`config.mk`:
```
export PLATFORM = sky130hd
export DESIGN_NAME = bondout_emulation_port
export DESIGN_NICKNAME = d
export VERILOG_FILES = /design/src/core/emul_port_pkg.sv /design/src/core/pin_sync.sv /design/src/core/bondout_emulation_port.sv
export SDC_FILE = /design/constraint.sdc
export NUM_CORES = 1
export LEC_CHECK = 0
export BUFFER_PORTS_ARGS = -buffer_cell sky130_fd_sc_hd__buf_4
export CORE_UTILIZATION = 60
export CTS_CLUSTER_DIAMETER = 100
export DETAILED_ROUTE_END_ITERATION = 8
export PLACE_DENSITY = 0.89
export SYNTH_ARGS = -nofsm -noshare
export SYNTH_HDL_FRONTEND = slang
export SYNTH_SLANG_ARGS = --single-unit
```
`constraint.sdc`:
```
create_clock -name CLOCK_IN -period 4.8 [get_ports CLOCK_IN]
set_clock_uncertainty 0.05 [all_clocks]
set_input_delay 0.96 -clock CLOCK_IN [delete_from_list [all_inputs] [get_ports CLOCK_IN]]
set_output_delay 0.96 -clock CLOCK_IN [all_outputs]
set_load 0.01 [all_outputs]
```
`src/core/emul_port_pkg.sv`:
```
// Package for the bond-out emulation port: types and timing constants.
// Assumes a single 40 MHz clock domain; one clock tick is one phase.
package emul_port_pkg;
    localparam int unsigned SLOTS_PER_CYCLE = 10;
    localparam int unsigned PHASES_PER_SLOT = 3;
    localparam logic [3:0]  SLOT_FIRST      = 4'h1;
    localparam logic [3:0]  SLOT_LAST       = 4'ha;
    localparam logic [3:0]  SLOT_ADDR_CHG   = 4'h8;
    localparam logic [1:0]  PHASE_ADDR_CHG  = 2'h2;
    localparam logic [1:0]  PHASE_FIRST     = 2'h0;
    localparam logic [1:0]  PHASE_LAST      = 2'h2;
    localparam logic [3:0]  SLOT_STROBE_A   = 4'h9;
    localparam logic [3:0]  SLOT_STROBE_B   = 4'ha;
    localparam logic [3:0]  SLOT_FETCH_MARK = 4'ha;
    localparam logic [3:0]  SLOT_ACK_SET    = 4'h8;
    localparam logic [3:0]  SLOT_ACK_CLR    = 4'h7;
    localparam logic [3:0]  SLOT_SAMPLE     = 4'h7;
    localparam int unsigned ADDR_W          = 13;
    localparam int unsigned DATA_W          = 8;
    localparam int unsigned CODE_BYTES      = 8192;
    localparam logic [12:0] RESET_PC        = 13'h0000;
    localparam logic [12:0] VECTOR_EXT      = 13'h0003;
    localparam logic [12:0] VECTOR_SER      = 13'h0005;
    localparam logic [12:0] VECTOR_TMR      = 13'h0007;
    localparam logic [7:0]  OPC_START_COUNTER_INSTR    = 8'h45;
    localparam logic [7:0]  OPC_TWO_CYC_LO  = 8'h80;

    typedef logic [ADDR_W-1:0] addr_t;
    typedef logic [DATA_W-1:0] data_t;

    typedef enum logic [1:0] {
        ST_RUN,
        ST_HALT,
        ST_VEC1,
        ST_VEC2
    } core_state_e;

    typedef struct packed {
        logic prog_store_en_n;
        logic fetch_cycle_mark_n;
        logic irq_ack_n;
    } strobes_s;

    typedef struct packed {
        logic ext_irq_test0;
        logic test_one_input;
        logic ext_serial_irq_n;
        logic halt_n;
        logic small_pin_emul_sel_n;
    } pins_s;
endpackage : emul_port_pkg

```
`src/core/pin_sync.sv`:
```
// Two flip-flop synchroniser for a bundle of pin inputs.
// Assumes pins are asynchronous to CLOCK_IN.
`timescale 1ns/1ps
module pin_sync
    import emul_port_pkg::*;
(
    input  wire logic  clk_in,
    input  wire logic  rst_in,
    input  wire logic  ce_in,
    input  wire pins_s pins_in,
    output pins_s      pins_out
);
    pins_s meta_q;
    pins_s sync_q;
    localparam pins_s PINS_IDLE = '{1'b1, 1'b1, 1'b1, 1'b1, 1'b1};

    always_ff @(posedge clk_in)
    begin
        if (rst_in)
        begin
            meta_q <= PINS_IDLE;
            sync_q <= PINS_IDLE;
        end
        else if (ce_in)
        begin
            meta_q <= pins_in;
            sync_q <= meta_q;
        end
    end

    assign pins_out = sync_q;
endmodule : pin_sync

```
`src/core/bondout_emulation_port.sv`:
```
// Bond-out emulation port: slot timer, fetch sequencer and emulation pins.
// Assumes external code memory answers within one machine cycle.
`timescale 1ns/1ps
// Functional notes
// - Machine cycle is ten time slots, one to ten; strobes follow slots.
// - Code comes only from external memory over a 13-bit address.
// - Address outputs change only as slot nine begins, after phase three of slot eight.
// - Opcode bytes arrive active high on eight data inputs, bit0 lowest.
// - Store enable low in slots nine, ten and next cycle's slot one.
// - Fetch marker low from slot ten before a fetch to its slot ten.
// - Buffered clock output; phase clock rises with its rising edge.
// - Halt low: finish current instruction, then stop in halted state.
// - While halted the next program counter is on the address outputs.
// - While halted program counter and timer counter stay frozen.
// - On halt the serial unit finishes its action then goes idle.
// - Interrupts are sampled only while running, never while halted.
// - Acknowledge low from slot eight to slot seven of second vector cycle.
// - During acknowledge, return address shown; marker as a user call.
// - Falling edge on interrupt/test input requests; also jump-testable.
// - Processor held initialised while reset is high.
// - Active-low external serial interrupt accepted from the emulator in twenty-pin mode.
// - Twenty-pin select low makes the device act as that derivative.
// - Serial mode uses port 2 line 3 as data, dedicated clock pin.
// - Test-one jump-testable; event counter input after start-counter.
module bondout_emulation_port
    import emul_port_pkg::*;
(
    input  wire logic  CLOCK_IN,
    input  wire logic  RST_IN,
    input  wire logic  CE_IN,
    input  wire data_t FETCH_DATA_IN,
    input  wire logic  HALT_N_IN,
    input  wire logic  EXT_IRQ_TEST0_IN,
    input  wire logic  TEST_ONE_INPUT_IN,
    input  wire logic  EXT_SERIAL_IRQ_N_IN,
    input  wire logic  SMALL_PIN_EMUL_SEL_N_IN,
    input  wire logic  TIMER_IRQ_IN,
    input  wire logic  SERIAL_IRQ_IN,
    input  wire logic  SERIAL_BUSY_IN,
    input  wire logic  SERIAL_MODE_IN,
    output addr_t      FETCH_ADDR_OUT,
    output logic       PROG_STORE_EN_N_OUT,
    output logic       FETCH_CYCLE_MARK_N_OUT,
    output logic       IRQ_ACK_N_OUT,
    output logic       CLK_BUF_OUT,
    output logic       PHASE_CLK_OUT,
    output logic       HALTED_OUT,
    output logic       SERIAL_IDLE_REQ_OUT,
    output logic       TIMER_RUN_OUT,
    output logic       EVENT_CNT_EN_OUT,
    output logic       TEST0_LEVEL_OUT,
    output logic       TEST1_LEVEL_OUT,
    output logic       PIN20_MODE_OUT,
    output logic       SDA_ON_PORT2_LINE3_OUT,
    output data_t      OPCODE_OUT,
    output logic       OPCODE_VALID_OUT
);
    pins_s       pins_raw;
    pins_s       pins_s_w;
    logic [3:0]  slot_q;
    logic [3:0]  slot_d;
    logic [1:0]  phase_q;
    logic [1:0]  phase_d;
    core_state_e state_q;
    core_state_e state_d;
    addr_t       pc_q;
    addr_t       pc_d;
    addr_t       addr_q;
    addr_t       ret_q;
    addr_t       vec_q;
    logic        last_cyc_q;
    logic        next_fetch_q;
    logic        int0_prev_q;
    logic        int0_pend_q;
    logic        ack_q;
    logic        mark_q;
    logic        halt_req_q;
    logic        cnt_mode_q;
    data_t       opc_q;
    logic        opc_vld_q;
    logic        clk_q;

    // Pins pass the two-stage synchroniser
    assign pins_raw = '{EXT_IRQ_TEST0_IN, TEST_ONE_INPUT_IN,
                        EXT_SERIAL_IRQ_N_IN, HALT_N_IN,
                        SMALL_PIN_EMUL_SEL_N_IN};

    pin_sync u_sync (
        .clk_in  (CLOCK_IN),
        .rst_in  (RST_IN),
        .ce_in   (CE_IN),
        .pins_in (pins_raw),
        .pins_out(pins_s_w)
    );

    function automatic logic at_slot(input logic [3:0] s,
                                     input logic [1:0] p,
                                     input logic [3:0] ts,
                                     input logic [1:0] tp);
        at_slot = (s == ts) && (p == tp);
    endfunction : at_slot

    wire phase_end = (phase_q == PHASE_LAST);
    wire cyc_end   = phase_end && (slot_q == SLOT_LAST);
    assign phase_d = phase_end ? PHASE_FIRST : phase_q + 2'h1;
    assign slot_d  = cyc_end ? SLOT_FIRST
                   : (phase_end ? slot_q + 4'h1 : slot_q);

    // Timing points within the cycle
    wire addr_pt  = at_slot(slot_q, phase_q, SLOT_ADDR_CHG, PHASE_ADDR_CHG);
    // Registered marks load in the slot before so they show at slot start
    wire mark_pt  = at_slot(slot_q, phase_q, SLOT_FETCH_MARK - 4'h1,
                            PHASE_LAST);
    wire ack_pt   = at_slot(slot_q, phase_q, SLOT_ACK_SET - 4'h1,
                            PHASE_LAST);
    wire ackc_pt  = at_slot(slot_q, phase_q, SLOT_ACK_CLR - 4'h1,
                            PHASE_LAST);

    // Falling edge on synchronised interrupt/test input
    wire int0_fall = int0_prev_q && !pins_s_w.ext_irq_test0;
    // Emulator serial interrupt in twenty-pin emulation
    wire ser_req   = PIN20_MODE_OUT ? !pins_s_w.ext_serial_irq_n
                                    : SERIAL_IRQ_IN;
    wire any_req   = int0_pend_q || TIMER_IRQ_IN || ser_req;
    // Accept only while running at an instruction end
    wire take_irq  = (state_q == ST_RUN) && last_cyc_q && ack_pt
                     && any_req && !ack_q;
    wire [12:0] vec_sel = int0_pend_q ? VECTOR_EXT
                        : (TIMER_IRQ_IN ? VECTOR_TMR : VECTOR_SER);

    // Halt taken only at instruction end
    wire halt_now  = halt_req_q && last_cyc_q && cyc_end
                     && (state_q == ST_RUN) && !ack_q;

    // Sequencer for run, halt and forced vector call
    always_comb
    begin
        state_d = state_q;
        unique case (state_q)
            ST_RUN:
                // Forced call starts after the interrupted cycle
                if (ack_q && cyc_end)
                    state_d = ST_VEC1;
                else if (halt_now)
                    state_d = ST_HALT;
            ST_HALT:
                if (pins_s_w.halt_n && cyc_end)
                    state_d = ST_RUN;
            ST_VEC1:
                if (cyc_end)
                    state_d = ST_VEC2;
            ST_VEC2:
                if (cyc_end)
                    state_d = ST_RUN;
        endcase
    end

    wire pc_step = cyc_end && (state_q == ST_RUN) && !halt_now;
    assign pc_d  = (state_q == ST_VEC2 && cyc_end) ? vec_q
                 : (pc_step ? pc_q + 13'h0001 : pc_q);

    always_ff @(posedge CLOCK_IN)
    begin
        if (RST_IN)
        begin
            slot_q       <= SLOT_FIRST;
            phase_q      <= PHASE_FIRST;
            state_q      <= ST_RUN;
            pc_q         <= RESET_PC;
            addr_q       <= RESET_PC;
            ret_q        <= RESET_PC;
            vec_q        <= RESET_PC;
            last_cyc_q   <= 1'b1;
            next_fetch_q <= 1'b1;
            int0_prev_q  <= 1'b1;
            int0_pend_q  <= 1'b0;
            ack_q        <= 1'b0;
            mark_q       <= 1'b0;
            halt_req_q   <= 1'b0;
            cnt_mode_q   <= 1'b0;
            opc_q        <= 8'h00;
            opc_vld_q    <= 1'b0;
            clk_q        <= 1'b0;
        end
        else if (CE_IN)
        begin
            slot_q      <= slot_d;
            phase_q     <= phase_d;
            state_q     <= state_d;
            pc_q        <= pc_d;
            int0_prev_q <= pins_s_w.ext_irq_test0;
            halt_req_q  <= !pins_s_w.halt_n;
            clk_q       <= !clk_q;
            // Edge pending, set wins over clear
            if (int0_fall && state_q != ST_HALT)
                int0_pend_q <= 1'b1;
            else if (take_irq && int0_pend_q)
                int0_pend_q <= 1'b0;
            if (take_irq)
            begin
                ret_q <= pc_q + 13'h0001;
                vec_q <= vec_sel;
            end
            if (take_irq)
                ack_q <= 1'b1;
            else if (ackc_pt && state_q == ST_VEC2)
                ack_q <= 1'b0;
            // Address update at slot eight phase three
            if (addr_pt)
                addr_q <= (ack_q || state_q == ST_VEC2) ? ret_q : pc_q;
            // Marker from slot ten before a fetch
            if (mark_pt)
                mark_q <= next_fetch_q && (state_q != ST_HALT);
            opc_vld_q <= 1'b0;
            if (at_slot(slot_q, phase_q, SLOT_FIRST, PHASE_LAST)
                && (state_q == ST_RUN))
            begin
                opc_q      <= FETCH_DATA_IN;
                opc_vld_q  <= 1'b1;
                if (FETCH_DATA_IN == OPC_START_COUNTER_INSTR)
                    cnt_mode_q <= 1'b1;
            end
            if (cyc_end)
            begin
                last_cyc_q   <= next_fetch_q;
                // Forced call runs two cycles like a user call
                next_fetch_q <= (state_d == ST_VEC1) ? 1'b0
                              : (opc_vld_q ? !opc_q[7] || opc_q < OPC_TWO_CYC_LO
                                           : !next_fetch_q || 1'b1);
            end
        end
    end

    // Store enable in slots nine, ten and one
    wire strobe_win = (slot_q == SLOT_STROBE_A) || (slot_q == SLOT_STROBE_B)
                      || (slot_q == SLOT_FIRST);

    assign FETCH_ADDR_OUT         = addr_q;
    assign PROG_STORE_EN_N_OUT    = !strobe_win;
    assign FETCH_CYCLE_MARK_N_OUT = !mark_q;
    assign IRQ_ACK_N_OUT          = !ack_q;
    assign CLK_BUF_OUT            = clk_q;
    // Phase clock follows buffered clock edge
    assign PHASE_CLK_OUT          = clk_q;
    assign HALTED_OUT             = (state_q == ST_HALT);
    // Serial unit told to finish then idle
    assign SERIAL_IDLE_REQ_OUT    = (state_q == ST_HALT) || halt_req_q;
    assign TIMER_RUN_OUT          = (state_q != ST_HALT);
    // Event count enable and jump test level
    assign EVENT_CNT_EN_OUT       = cnt_mode_q && (state_q != ST_HALT);
    assign TEST1_LEVEL_OUT        = pins_s_w.test_one_input;
    assign TEST0_LEVEL_OUT        = pins_s_w.ext_irq_test0;
    assign PIN20_MODE_OUT         = !pins_s_w.small_pin_emul_sel_n;
    // Serial data routed to port 2 line 3
    assign SDA_ON_PORT2_LINE3_OUT = SERIAL_MODE_IN && !SERIAL_BUSY_IN
                                    || SERIAL_MODE_IN;
    assign OPCODE_OUT             = opc_q;
    assign OPCODE_VALID_OUT       = opc_vld_q;
endmodule : bondout_emulation_port

```
==> impl_metrics.csv, run 1 <==
group,metric,value,unit
routing,drt-pass1-iter-count,5,
timing,slew_viol_final,0,
logic_synthesis,yosysWarnings,0,
setup_path,ff2ff_path_depth,6,
placement,placed_area,4000,µm²
hold_path,hold_depth,2,
logic_synthesis,synth_edf_count,0,
global_routing,antenna_found_initial,0,
clock_network,cts_hold_buffers,0,
setup_path,startpoint_type,"primary input",
setup_path,regToRegEndpoint,"pc_q[11]",
clock_network,insertion_delay,0.35,ns
die,io-pin-count,55,
pwr,clkPwrFrac,42.5,%
setup_path,worst_ep_required_time,5.02,ns
global_routing,grt_pass1_wl,13200,µm
logic_synthesis,synthCells,416,
logic_synthesis,synth-seq-cells,78,
die,dieWidth,80.1,µm
timing,hold_viol,0,
final_layout,synthToLayoutAreaGrowth,15.4,%
setup_path,critical_path_class,"primary input to register",
global_routing,overflow,0,
routing,drt-total-wl,8160,µm
setup_path,r2r_slack,2.42,ns
placement,dp.final_hpwl,5320,µm
pwr,p_per_area,303,nW/µm²
setup_path,crit_arrival,2.90,ns
routing,ant_nets,0,
timing,worstMarginPinSlew,1.29,ns
final_layout,final_nets,471,
logic_synthesis,syn_area,3660,µm²
placement,io_buffer_count,51,
placement,gp_congestion,0.908,
routing,drtIter0Drc,321,
routing,viasPerCell,6.16,
final_layout,antenna_cells,0,
pwr,peakVddDrop,0.253,mV
global_routing,grt_busiest_layer,"met2",
clock_network,cts.sinks,78,
timing,min_period_over_period,56.0,%
flow_run,cap_violations,0,
hold_path,worst_hold_startpoint,"vec_q[0]",
clock_network,clkSlewWorstSetupHoldPaths,0.08,ns
die,start_util,62.2,%
timing,whs,0.412,ns
final_layout,drive_above_1_share,16.4,%
routing,drc,0,
clock_network,cts.path.max_buffers,2,
final_layout,layout_common_cells,"dfxtp_1 (78), buf_4 (51), nor2_1 (39)",
clock_network,cts_root_buf,"clkbuf_8",
final_layout,register_area,1560,µm²
setup_path,path_max_fanout,53,
global_routing,grt_pass1_vias,2833,
clock_network,cts_setup_buffers,0,
pwr,p_sw,0.283,mW
final_layout,mostFrequentLayoutCell,"dfxtp_1",
logic_synthesis,synth.distinct_cells,52,
pwr,pwr-share-seq,51.9,%
timing,post-route-worst-setup-slack,2.11,ns
logic_synthesis,synthArstFlopShare,0,%
hold_path,worstHoldPathType,"register to register",
timing,rsz0062_at_grt,"false",
die,die_h,80.1,µm
hold_path,hold_end,"vec_q[0]",
logic_synthesis,syn_avg_cell_area,8.79,µm²
global_routing,gr-usage-met3,4.89,%
global_routing,grt_use_total,26.4,%
final_layout,multi_input_area,1890,µm²
die,num_rows,28,
timing,fmax,0.372,GHz
timing,finalSetupViolations,0,
pwr,cellLeakagePower,1.76,nW
timing,fin_crit,2.69,ns
die,coreArea,5890,µm²
final_layout,fillers,448,
routing,num_vias,3240,
die,die_area,6410,µm²
pwr,share_comb_of_total_power,5.6,%
clock_network,htree_num_levels,3,
routing,wire_per_inst,15.5,µm
timing,slew_headroom,13.8,%
logic_synthesis,ys_seq_area_share,42.7,%
global_routing,met1_usage,35.0,%
final_layout,final_cell_area,4220,µm²
logic_synthesis,synthFlopType,"dfxtp_1",
pwr,intPower,0.994,mW
logic_synthesis,syn_nets,441,
setup_path,end_kind,"register",
clock_network,cts_tree,"built",
clock_network,cts-resized-gates,0,
global_routing,use_met2,40.9,%
setup_path,r2r-start,"slot_q[0]",
run_status,outcome,"finished, final reports clean",
timing,tns,0,ns
global_routing,grt_max_degree,54,
pwr,p_sw_share,22.2,%
pwr,p_total,1.28,mW
placement,dp_slack,1.77,ns
clock_network,numCtsBuffers,9,
## final cells by class
cell class / instances / area share [%]
tap: 75 / 2.22
timing repair buffer: 51 / 9.07
inverter: 19 / 1.69
multi-input combinational: 287 / 44.9
clock inverter: 3 / 1.60
sequential: 78 / 37.0
clock buffer: 13 / 3.53
## through the flow
stage                     utilization, %  std cells
after floorplan                        -        416
after global placement              68.0        510
after detailed placement            68.0        510
after CTS                           71.7        526
after global routing                71.7        526
final                               71.7        526
## flip-flops by register name, summed over array words and instances (netlist names), 2 cells and up
| name | flops |
|---|---|
| u_sync.pins_out | 5 |
| pc_q | 13 |
| u_sync.meta_q | 5 |
| vec_q | 3 |
| ret_q | 13 |
| state_q | 2 |
| OPCODE_OUT | 8 |
| phase_q | 2 |
| FETCH_ADDR_OUT | 13 |
| slot_q | 4 |
## kinds of logic after synthesis
logic type | count (synthesis) | share of synthesized area (%)
buf+inv | 51 | 5.71
mux | 34 | 9.34
flops | 78 | 42.7
xor+xnor | 8 | 1.92
simple gates | 145 | 21.8
compound gates | 95 | 16.8
fa+ha+maj | 5 | 1.71
## Yosys cell counts (all sizes together), types with 3 or more instances
cell type,number,area share [%]
dfxtp,78,43
nor2,39,4.0
mux2i,33,9.0
a21oi,25,3.5
nand2,24,2.5
a211oi,22,4.5
clkbuf,19,1.9
inv,19,1.9
o21ai,18,2.5
buf,13,1.8
nand4,13,2.2
nor4,11,2.3
o211ai,11,2.3
nor3,10,1.4
nand3,9,1.4
nand2b,6,1.0
xnor2,6,1.4
a31oi,5,0.85
ha,5,1.7
and2,4,0.68
and3,4,0.68
nand4b,4,0.96
nor2b,4,0.68
and4,3,0.72
o21a,3,0.62
or2,3,0.58
## critical path: stages
cell      delay (ns)
buf_4           0.28
inv_1           0.79
o21ai_1         0.53
o211ai_1        0.31
## power groups by stage
| stage | registers [mW] | logic [mW] | clock network [mW] |
|---|---|---|---|
| 2_1_floorplan | 0.678 | 0.0448 | 0 |
| 3_3_place_gp | 0.678 | 0.0687 | 0 |
| 3_5_place_dp | 0.678 | 0.0704 | 0 |
| 4_1_cts | 0.663 | 0.0712 | 0.545 |
| 5_1_grt | 0.664 | 0.0773 | 0.573 |
| 6_report | 0.663 | 0.0712 | 0.543 |
## worst max path at each step
stage          cells past startpoint  startpoint                  end  slack, ns
2_1_floorplan                      6       CE_IN              pc_q[0]       2.47
3_3_place_gp                       4      RST_IN             pc_q[10]       1.80
3_5_place_dp                       4      RST_IN              pc_q[8]       1.77
4_1_cts                            5   slot_q[0]  PROG_STORE_EN_N_OUT       2.15
5_1_grt                            4      RST_IN              pc_q[9]       1.97
6_report                           4      RST_IN             pc_q[11]       2.11
## layer usage
layer  part of all wire (%)  up-vias
met3                    7.0       19
met4                    1.9        0
met2                     47      132
met5                      0        -
li1                       -     1571
met1                     45     1518
(Power assumes the default switching activity.)
==> inputs of run 2 (changes only) <==
--- a/config.mk
+++ b/config.mk
@@ -6,10 +6,10 @@
 export NUM_CORES = 1
 export LEC_CHECK = 0
 export BUFFER_PORTS_ARGS = -buffer_cell sky130_fd_sc_hd__buf_4
-export CORE_UTILIZATION = 60
+export CORE_UTILIZATION = 57
 export CTS_CLUSTER_DIAMETER = 100
 export DETAILED_ROUTE_END_ITERATION = 8
-export PLACE_DENSITY = 0.89
+export PLACE_DENSITY = 0.86
 export SYNTH_ARGS = -nofsm -noshare
 export SYNTH_HDL_FRONTEND = slang
 export SYNTH_SLANG_ARGS = --single-unit
==> constraint.sdc (replaced) <==
create_clock -name CLOCK_IN -period 2.8 [get_ports CLOCK_IN]
set_clock_uncertainty 0.05 [all_clocks]
set_input_delay 0.56 -clock CLOCK_IN [delete_from_list [all_inputs] [get_ports CLOCK_IN]]
set_output_delay 0.56 -clock CLOCK_IN [all_outputs]
set_load 0.01 [all_outputs]
==> run 2 against run 1 <==
Against the previous run: register-to-register slack worse by 1.7 ns; sequential share of layout area is 0.58 points lower; combinational power is 80% higher; critical path depth is 1 higher; clock-buffer cell count is 1 lower; via count is 0.96% higher; die area is 5.1% higher; total power is 66% higher; core utilization is 0.96 points lower; global-route usage is 0.76 points lower; sequential power is 72% higher; critical path type is now register to output port; critical endpoint is now PROG_STORE_EN_N_OUT; largest cell class unchanged; largest power group unchanged; highest routed layer unchanged.
==> impl_metrics.csv, run 2 (same netlist as run 1, synthesis figures left out) <==
group,metric,value,unit
clock_network,insertion_delay,0.35,ns
routing,viasPerCell,6.08,
run_status,outcome,"finished, final reports clean",
placement,io_buffer_count,51,
global_routing,grt_use_total,25.7,%
routing,num_vias,3271,
die,io-pin-count,55,
timing,hold_viol,0,
setup_path,end_kind,"output port",
timing,fmax,0.448,GHz
pwr,peakVddDrop,0.338,mV
timing,finalSetupViolations,0,
die,num_rows,28,
die,start_util,60.4,%
pwr,clkPwrFrac,40.2,%
pwr,intPower,1.64,mW
final_layout,antenna_cells,0,
timing,min_period_over_period,79.8,%
die,die_area,6740,µm²
pwr,share_comb_of_total_power,6.1,%
timing,tns,0,ns
die,dieWidth,82.1,µm
clock_network,cts.sinks,78,
placement,gp_congestion,0.908,
final_layout,drive_above_1_share,18.8,%
final_layout,synthToLayoutAreaGrowth,17.2,%
final_layout,post-route-util,70.7,%
routing,ant_nets,0,
timing,slew_viol_final,0,
clock_network,clkSlewWorstSetupHoldPaths,0.07,ns
global_routing,grt_pass1_wl,13100,µm
final_layout,final_nets,483,
flow_run,cap_violations,0,
clock_network,cts-resized-gates,0,
clock_network,cts_tree,"built",
final_layout,mostFrequentLayoutCell,"dfxtp_1",
routing,drc,0,
setup_path,crit_arrival,1.62,ns
routing,wire_per_inst,15.4,µm
timing,slew_headroom,46.7,%
timing,worstMarginPinSlew,0.797,ns
die,coreArea,6060,µm²
global_routing,antenna_found_initial,0,
clock_network,cts.path.max_buffers,2,
global_routing,grt_pass1_vias,2801,
routing,drt-total-wl,8260,µm
die,die_h,82.1,µm
setup_path,startpoint_type,"register",
clock_network,numCtsBuffers,9,
clock_network,cts_root_buf,"clkbuf_8",
pwr,p_sw,0.478,mW
global_routing,overflow,0,
pwr,pwr-share-seq,53.7,%
setup_path,worst_ep_required_time,2.19,ns
timing,rsz0062_at_grt,"false",
setup_path,path_max_fanout,5,
global_routing,grt_max_degree,53,
routing,drt-pass1-iter-count,5,
final_layout,layout_common_cells,"dfxtp_1 (78), buf_4 (63), nor2_1 (39)",
pwr,cellLeakagePower,1.82,nW
pwr,p_per_area,493,nW/µm²
placement,dp.final_hpwl,5830,µm
hold_path,worstHoldPathType,"primary input to register",
timing,fin_crit,2.23,ns
clock_network,cts_hold_buffers,0,
routing,drtIter0Drc,239,
clock_network,htree_num_levels,3,
setup_path,critical_path_class,"register to output port",
pwr,p_sw_share,22.6,%
clock_network,cts_setup_buffers,0,
==> run 2: area by class of cell <==
| type | count | area, µm² |
|---|---|---|
| Clock buffer | 12 | 155 |
| Clock inverter | 4 | 45.0 |
| Fill cell | 474 | 1770 |
| Inverter | 19 | 71.3 |
| Multi-Input combinational cell | 287 | 1890 |
| Sequential cell | 78 | 1560 |
| Tap cell | 75 | 93.8 |
| Timing Repair Buffer | 63 | 473 |
==> run 2: critical path, cell delays in order (launching register included) <==
cell and delay, ns:
dfxtp_1 0.36, inv_1 0.11, ha_1 0.29, a21oi_1 0.10, or2_2 0.28, buf_4 0.14
==> run 2: worst paths after layout <==
kind                    endpoint  slack (ns)  cells past startpoint       start
max          PROG_STORE_EN_N_OUT        0.57                      5   slot_q[0]
min             u_sync.meta_q[1]        0.37                      3   HALT_N_IN
max reg2reg              pc_q[0]        0.72                      6   slot_q[0]
min reg2reg           cnt_mode_q        0.41                      1  cnt_mode_q
==> run 2: power groups by stage <==
| stage | clock [mW] | combinational [mW] | sequential, mW |
|---|---|---|---|
| finish | 0.850 | 0.128 | 1.14 |
| global placement | 0 | 0.123 | 1.16 |
| floorplan | 0 | 0.0767 | 1.16 |
| global route | 0.910 | 0.139 | 1.14 |
| detailed placement | 0 | 0.128 | 1.16 |
| CTS | 0.861 | 0.128 | 1.14 |
==> run 2: per-layer routing <==
| metal | share of wire, % | global-route usage [%] | wire length [µm] | vias to the layer above |
|---|---|---|---|---|
| met5 | 0 | 0 | 0 | - |
| met4 | 1.4 | 13.0 | 118 | 0 |
| met3 | 6.8 | 4.95 | 558 | 12 |
| met2 | 48 | 40.2 | 3930 | 136 |
| met1 | 44 | 33.7 | 3660 | 1528 |
| li1 | - | - | - | 1595 |
==> run 2: metrics by stage <==
step | hold WS [ns] | cells | cell area [µm²] | total power, mW | setup slack [ns]
2_1_floorplan | 0.374 | 416 | 3660 | 1.24 | 0.871
3_3_place_gp | 0.387 | 522 | 4090 | 1.28 | 0.632
3_5_place_dp | 0.400 | 522 | 4090 | 1.29 | 0.568
4_1_cts | 0.365 | 538 | 4290 | 2.13 | 0.544
5_1_grt | 0.373 | 538 | 4290 | 2.19 | 0.481
6_report | 0.373 | 538 | 4290 | 2.12 | 0.566
